===== src/design/upsc_pkg.sv =====
// package: register map, field positions, reset values and timing for usb power/suspend control
package upsc_pkg;

  // register map: one 32-bit control/status word on the avalon slave
  localparam logic [3:0] UPSC_ADDR_W = 4'h4;
  localparam logic [UPSC_ADDR_W-1:0] UPSC_OFS_POWER_SUSPEND_CTRL = 4'h0;

  // field positions inside usb_power_suspend_ctrl
  localparam int UPSC_BIT_MODULE_POWER_ON = 0;
  localparam int UPSC_BIT_SUSPEND_REQUEST = 1;
  localparam int UPSC_BIT_MODULE_BUSY = 3;
  localparam int UPSC_BIT_SLEEP_ENTRY_GUARD = 4;
  localparam int UPSC_BIT_ACTIVITY_PENDING = 7;

  // reset values of the implemented bits
  localparam logic UPSC_RST_MODULE_POWER_ON = 1'b0;
  localparam logic UPSC_RST_SUSPEND_REQUEST = 1'b0;
  localparam logic UPSC_RST_SLEEP_ENTRY_GUARD = 1'b0;
  localparam logic UPSC_RST_ACTIVITY_PENDING = 1'b0;

  // unmapped addresses and unimplemented bits read as this
  localparam logic [31:0] UPSC_READ_ZERO = 32'h0000_0000;

  // clock rate and the analog shutdown settling time after power-off
  localparam int UPSC_CLK_PERIOD_PS = 5000;
  localparam int UPSC_SETTLE_TIME_NS = 1000;
  // least time, so round up to whole cycles
  localparam int UPSC_SETTLE_CYCLES =
    (UPSC_SETTLE_TIME_NS * 1000 + UPSC_CLK_PERIOD_PS - 1) / UPSC_CLK_PERIOD_PS;
  localparam int UPSC_SETTLE_CNT_W = 8;

  // software-writable control bits
  typedef struct packed {
    logic sleep_entry_guard;
    logic suspend_request;
    logic module_power_on;
  } upsc_ctrl_t;

  // drive towards the usb core, transceiver and pin mux
  typedef struct packed {
    logic usb_clk_enable;
    logic transceiver_on;
    logic transceiver_low_power;
    logic pins_claimed;
    logic outputs_active;
  } upsc_usb_drive_t;

endpackage : upsc_pkg


===== src/design/upsc_busy_tracker.sv =====
// busy tracker: holds busy while powered and until shutdown has settled after power-off
`timescale 1ns/1ps
module upsc_busy_tracker
  import upsc_pkg::*;
(
  input wire logic clock_i,
  input wire logic resetn_i,
  input wire logic module_power_on_i,
  output logic module_busy_o
);

  logic [UPSC_SETTLE_CNT_W-1:0] settle_count;
  logic [UPSC_SETTLE_CNT_W-1:0] next_settle_count;
  logic settling;

  // reload while powered, count down after power-off until ready again
  assign settling = (settle_count != '0);
  assign next_settle_count = module_power_on_i ? UPSC_SETTLE_CYCLES[UPSC_SETTLE_CNT_W-1:0] :
                             settling ? settle_count - 1'b1 : settle_count;

  always_ff @(posedge clock_i or negedge resetn_i) begin
    if (!resetn_i) begin
      settle_count <= '0;
    end else begin
      settle_count <= next_settle_count;
    end
  end

  // active, or disabled but not yet ready to be re-enabled
  assign module_busy_o = module_power_on_i | settling;

endmodule : upsc_busy_tracker


===== src/design/upsc_power_suspend.sv =====
// usb power and suspend control: avalon-mm register slave and power sequencing
`timescale 1ns/1ps
// Summary of operation
// - bit 7 flags bus activity seen whose interrupt is not yet raised; else zero.
// - guard bit 4 set blocks sleep on bus activity or pending notice.
// - busy bit 3 is one while active or disabled and not yet ready.
// - suspend bit 1 gates the 48 MHz clock and idles the transceiver.
// - power bit 0 turns module on; off holds outputs, frees pins, stops analog.
// - unimplemented bits read zero; implemented bits are zero after power-on.
module upsc_power_suspend
  import upsc_pkg::*;
(
  input wire logic clock_i,
  input wire logic resetn_i,
  // avalon-mm slave
  input wire logic [UPSC_ADDR_W-1:0] address_i,
  input wire logic read_i,
  input wire logic write_i,
  input wire logic [31:0] writedata_i,
  input wire logic [3:0] byteenable_i,
  output logic [31:0] readdata_o,
  output logic waitrequest_o,
  // usb side
  input wire logic usb_bus_activity_i,
  output logic usb_activity_irq_o,
  output logic usb_clk_enable_o,
  output logic transceiver_on_o,
  output logic transceiver_low_power_o,
  output logic pins_claimed_o,
  output logic outputs_active_o,
  // system power manager
  output logic sleep_block_o
);

  // control bits and status flags
  upsc_ctrl_t ctrl;
  upsc_ctrl_t next_ctrl;
  logic activity_pending_flag;
  logic next_activity_pending_flag;
  logic module_busy_flag;
  upsc_usb_drive_t usb_drive;
  upsc_usb_drive_t next_usb_drive;
  logic irq_pulse;

  // bus handshake state
  logic bus_ack;
  logic [31:0] read_word;

  // decode and handshake wires
  logic bus_request;
  logic addr_hit;
  logic write_fire;
  logic write_low_lane;
  logic [31:0] reg_view;
  logic [31:0] next_read_word;

  // bus activity and interrupt generation
  logic activity_seen;
  logic irq_generate;

  //--------------------------------------------------------------------------
  // avalon-mm slave: one wait cycle, then the answer
  //--------------------------------------------------------------------------

  // a request is answered in the cycle after it appears
  assign bus_request = read_i | write_i;
  assign waitrequest_o = bus_request & ~bus_ack;

  // address decode: only the control word is mapped
  assign addr_hit = (address_i == UPSC_OFS_POWER_SUSPEND_CTRL);

  // a write takes effect at the edge where waitrequest is seen low
  assign write_fire = write_i & bus_ack & addr_hit;
  // all implemented bits live in byte lane 0
  assign write_low_lane = write_fire & byteenable_i[0];

  // ack toggles high for exactly one cycle per request
  always_ff @(posedge clock_i or negedge resetn_i) begin
    if (!resetn_i) begin
      bus_ack <= 1'b0;
    end else begin
      bus_ack <= bus_request & ~bus_ack;
    end
  end

  //--------------------------------------------------------------------------
  // register view
  //--------------------------------------------------------------------------

  // assemble the readable word; every other bit stays zero
  always_comb begin
    reg_view = UPSC_READ_ZERO;
    reg_view[UPSC_BIT_MODULE_POWER_ON] = ctrl.module_power_on;
    reg_view[UPSC_BIT_SUSPEND_REQUEST] = ctrl.suspend_request;
    reg_view[UPSC_BIT_MODULE_BUSY] = module_busy_flag;
    reg_view[UPSC_BIT_SLEEP_ENTRY_GUARD] = ctrl.sleep_entry_guard;
    reg_view[UPSC_BIT_ACTIVITY_PENDING] = activity_pending_flag;
  end

  // unmapped addresses return zero
  assign next_read_word = (read_i & ~bus_ack & addr_hit) ? reg_view :
                          (read_i & ~bus_ack) ? UPSC_READ_ZERO : read_word;

  // read data is captured in the wait cycle and stands while waitrequest is low
  always_ff @(posedge clock_i or negedge resetn_i) begin
    if (!resetn_i) begin
      read_word <= UPSC_READ_ZERO;
    end else begin
      read_word <= next_read_word;
    end
  end

  assign readdata_o = read_word;

  //--------------------------------------------------------------------------
  // control bits
  //--------------------------------------------------------------------------

  // software writes power, suspend and guard; busy and pending are read-only
  always_comb begin
    next_ctrl = ctrl;
    if (write_low_lane) begin
      next_ctrl.module_power_on = writedata_i[UPSC_BIT_MODULE_POWER_ON];
      next_ctrl.suspend_request = writedata_i[UPSC_BIT_SUSPEND_REQUEST];
      next_ctrl.sleep_entry_guard = writedata_i[UPSC_BIT_SLEEP_ENTRY_GUARD];
    end
  end

  // all control bits clear at reset
  always_ff @(posedge clock_i or negedge resetn_i) begin
    if (!resetn_i) begin
      ctrl.module_power_on <= UPSC_RST_MODULE_POWER_ON;
      ctrl.suspend_request <= UPSC_RST_SUSPEND_REQUEST;
      ctrl.sleep_entry_guard <= UPSC_RST_SLEEP_ENTRY_GUARD;
    end else begin
      ctrl <= next_ctrl;
    end
  end

  //--------------------------------------------------------------------------
  // busy tracking
  //--------------------------------------------------------------------------

  // busy stays up after power-off until the analog side has shut down;
  // software waits for it to drop before powering up again
  upsc_busy_tracker u_busy_tracker (
    .clock_i(clock_i),
    .resetn_i(resetn_i),
    .module_power_on_i(ctrl.module_power_on),
    .module_busy_o(module_busy_flag)
  );

  //--------------------------------------------------------------------------
  // power and suspend drive
  //--------------------------------------------------------------------------

  // power off releases everything; suspend keeps pins but stops the clock
  always_comb begin
    next_usb_drive.pins_claimed = next_ctrl.module_power_on;
    next_usb_drive.outputs_active = next_ctrl.module_power_on;
    next_usb_drive.transceiver_on = next_ctrl.module_power_on;
    next_usb_drive.usb_clk_enable =
      next_ctrl.module_power_on & ~next_ctrl.suspend_request;
    next_usb_drive.transceiver_low_power =
      next_ctrl.module_power_on & next_ctrl.suspend_request;
  end

  // drive outputs come from flops, tracking the control bits
  always_ff @(posedge clock_i or negedge resetn_i) begin
    if (!resetn_i) begin
      usb_drive <= '0;
    end else begin
      usb_drive <= next_usb_drive;
    end
  end

  assign usb_clk_enable_o = usb_drive.usb_clk_enable;
  assign transceiver_on_o = usb_drive.transceiver_on;
  assign transceiver_low_power_o = usb_drive.transceiver_low_power;
  assign pins_claimed_o = usb_drive.pins_claimed;
  assign outputs_active_o = usb_drive.outputs_active;

  //--------------------------------------------------------------------------
  // bus activity and its interrupt
  //--------------------------------------------------------------------------

  // activity only counts while the module owns the pins
  assign activity_seen = usb_bus_activity_i & ctrl.module_power_on;

  // the interrupt can only be generated while the usb clock runs
  assign irq_generate = activity_pending_flag & usb_drive.usb_clk_enable;

  // new activity in the generating cycle keeps the flag set
  assign next_activity_pending_flag =
    activity_seen | (activity_pending_flag & ~irq_generate);

  always_ff @(posedge clock_i or negedge resetn_i) begin
    if (!resetn_i) begin
      activity_pending_flag <= UPSC_RST_ACTIVITY_PENDING;
      irq_pulse <= 1'b0;
    end else begin
      activity_pending_flag <= next_activity_pending_flag;
      irq_pulse <= irq_generate;
    end
  end

  assign usb_activity_irq_o = irq_pulse;

  //--------------------------------------------------------------------------
  // sleep entry guard
  //--------------------------------------------------------------------------

  // block sleep only when the guard is set and something is happening
  assign sleep_block_o = ctrl.sleep_entry_guard &
                         (usb_bus_activity_i | activity_pending_flag);

endmodule : upsc_power_suspend


===== config.mk =====
export PLATFORM = sky130hd
export DESIGN_NAME = upsc_power_suspend
export DESIGN_NICKNAME = d
export VERILOG_FILES = /design/src/design/upsc_pkg.sv /design/src/design/upsc_busy_tracker.sv /design/src/design/upsc_power_suspend.sv
export SDC_FILE = /design/constraint.sdc
export NUM_CORES = 1
export LEC_CHECK = 0
export BUFFER_PORTS_ARGS = -buffer_cell sky130_fd_sc_hd__buf_2
export CAP_MARGIN = 30
export CORE_MARGIN = 5
export CORE_UTILIZATION = 44
export DETAILED_ROUTE_END_ITERATION = 8
export HOLD_SLACK_MARGIN = 0.06
export PLACE_DENSITY = 0.81
export SLEW_MARGIN = 20
export SYNTH_ARGS = -nofsm -noshare
export SYNTH_HDL_FRONTEND = slang
export SYNTH_SLANG_ARGS = --single-unit

===== constraint.sdc =====
create_clock -name clock_i -period 4.15 [get_ports clock_i]
set_input_delay 0.6225 -clock clock_i [delete_from_list [all_inputs] [get_ports clock_i]]
set_output_delay 0.6225 -clock clock_i [all_outputs]
set_load 0.02 [all_outputs]

==> results.cfg <==
[synthesis]
async_reset_ff_frac = 1.00
syn-cell-area_sq_um = 1240
seq_area_frac_synth = 0.423
syn_area_per_cell_sq_um = 9.72
yosys-top-cells-area = dfrtp_1, buf_4, nand2_1
synth_cell_type_count = 35
synthCells = 128
yosys_warnings = 0
synth_top_area_frac = 0.423
synth_seq_cells = 21
synth_enable_flop_cells = 0
yosysTopAreaCell = dfrtp_1
synth_flop_cell = dfrtp_1

[clock_network]
path_clk_slew_ns = 0.12
cts_resized = 0
hold_buffers = 0
cts_root_buffer = clkbuf_4
htreeDepth = 1
cts_setup_buffers = 0
cts_buffer_depth = 2
cts_tree = yes
cts_num_sinks = 21
clkLatencyLatePin_ns = 0.31
cts-buffers-inserted = 3

[floorplanning]
die_y_microns = 63.2
dieArea_sq_um = 3990
rows = 19
core-area_sq_um = 2730
ios = 85
floorplan.initialDensity = 0.455
dieWidth_microns = 63.2

[place]
numPlacedInstances = 175
port_buffers = 25
dp_hpwl_microns = 1710
post-place-ws_ns = 1.94
gp_congestion = 0.774
placed_cell_area_sq_um = 1250

[timing]
setup_ws_ns = 2.25
max_slew.worst_pin.slew_ns = 0.612
rsz0062_at_grt = false
hold_violations = 0
setup-tns-final_ns = 0
post-route-period-util = 0.459
fmax_mhz = 525
final.setup_skew_ns = 0.00914
report.final.slew_viol_count = 0
max_slew_margin = 0.589
setup_viol = 0
fin_crit_ns = 1.90

[routing]
vias = 850
totalWireLength_microns = 2220
vias_per_cell = 4.75
drc = 0
wl_per_cell_microns = 12.4
drt_first_pass_iters = 4
ant_nets = 0
drt_iter0_markers = 8

[worst_setup_path]
reg2reg_from = u_busy_tracker.settle_count[0]$_DFFE_PN0P_
critPathMaxFanout = 6
r2r_slack_ns = 2.33
rr_endpoint = readdata_o[3]$_DFFE_PN0P_
worstRegToRegCells = 5
path_class = in2reg
cp-end-kind = flop
critPathRequiredTime_ns = 4.35
arrival_ns = 2.11
cp-start-kind = input pin

[layout]
nNetsFinal = 196
finalNonFillerCells = 179
final_area_sq_um = 1270
layout-drive-gt1-share = 0.236
n_fill_cell = 265
largest_register_ffs = 8
syn2layout_area_growth_pct = 2.51
largest-register = u_busy_tracker.settle_count
antenna_cells = 0

[power_and_ir_drop]
internal-power_mw = 0.390
fin_total_pwr_mw = 0.660
switching_share = 0.409
comb_power_share = 0.358
switchingPower_mw = 0.270
ir_drop_mv = 0.204
seqPwrFrac = 0.491
power-per-cell-area_nw_per_um2 = 518
p_clk_frac = 0.151
leakage_nw = 0.634

[outcome]
status = finished clean

[grt]
grt-ovfl-total = 0
grtUsageTotal = 0.114
antenna_found_initial = 0
grt_max_degree = 22
grt_pass1_vias = 818
grt_pass1_wl_microns = 3630

[flow_run]
maxCapViolCount = 0

[worst_hold_path]
hp-class = in2async
[critical path, cell delays in order]
cell    delay (ns)
buf_2         0.10
nor4_2        0.58
and4_1        0.44
mux2_2        0.36
[worst max path at each step]
stage	startpoint	endpoint	slack, ns
floorplan	address_i[1]	ctrl[1]$_DFF_PN0_	2.28
global placement	address_i[1]	outputs_active_o$_DFF_PN0_	1.98
detailed placement	address_i[1]	ctrl[1]$_DFF_PN0_	1.94
CTS	outputs_active_o$_DFF_PN0_	outputs_active_o	2.25
global route	address_i[1]	outputs_active_o$_DFF_PN0_	2.17
finish	address_i[1]	ctrl[2]$_DFFE_PN0N_	2.25
[layout make-up]
cell class	count	area (sq um)	area share
tap	31	38.8	0.0304
timing repair buffer	25	125	0.0981
multi-input combinational	92	537	0.421
inverter	6	22.5	0.0177
clock buffer	4	26.3	0.0206
sequential	21	526	0.412
[cell usage after synthesis (3+ instances only)]
| cell type | number |
|---|---|
| o21ai_0 | 6 |
| nor2_1 | 5 |
| o21ai_1 | 3 |
| inv_1 | 6 |
| o31ai_1 | 3 |
| dfrtp_1 | 21 |
| a21oi_1 | 3 |
| nand2b_1 | 3 |
| nand2_1 | 15 |
| mux2_2 | 3 |
| clkbuf_1 | 3 |
| buf_4 | 29 |
[cells by family (layout without fill, tap and decap cells)]
family                   count (synthesis)  after routing  synth area share
AND/OR/NAND/NOR                         35             35             0.150
adder cells (fa/ha/maj)                  2              2            0.0201
AO/OA/AOI/OAI                           23             23             0.137
multiplexers                             5              5            0.0433
buffers and inverters                   41             35             0.224
other                                    1             27           0.00302
flip-flops                              21             21             0.423
[routing by layer]
metal / track usage / routed length (microns) / vias up
li1: - / - / 419
met1: 0.124 / 860 / 396
met2: 0.205 / 1190 / 30
met3: 0.00710 / 110 / 5
met4: 0.0796 / 66 / 0
met5: 0 / 0 / -
[cell usage in the layout, fill, tap and decap left out, types with 2 or more instances in the layout]
cell	count
o21ai_0	6
clkbuf_4	3
o21ai_1	3
nand2_1	15
nor2_1	5
mux2_2	3
o31ai_1	3
or3_1	2
nor3_1	2
a21oi_1	3
ha_1	2
nand2b_1	3
inv_1	6
conb_1	27
buf_2	25
dfrtp_1	21
mux2i_1	2
[stage by stage]
| step | util | hold slack (ns) |
|---|---|---|
| floorplan | - | 0.327 |
| global placement | 0.457 | 0.430 |
| detailed placement | 0.457 | 0.454 |
| CTS | 0.466 | 0.257 |
| global route | 0.466 | 0.270 |
| finish | 0.466 | 0.244 |
[power groups by stage]
stage	Clock [mW]	Sequential, mW	Combinational [mW]
5_1_grt	0.111	0.333	0.264
3_3_place_gp	0	0.320	0.224
2_1_floorplan	0	0.309	0.234
6_report	0.0997	0.324	0.236
4_1_cts	0.104	0.322	0.237
3_5_place_dp	0	0.326	0.237
(Power assumes the default switching activity.)
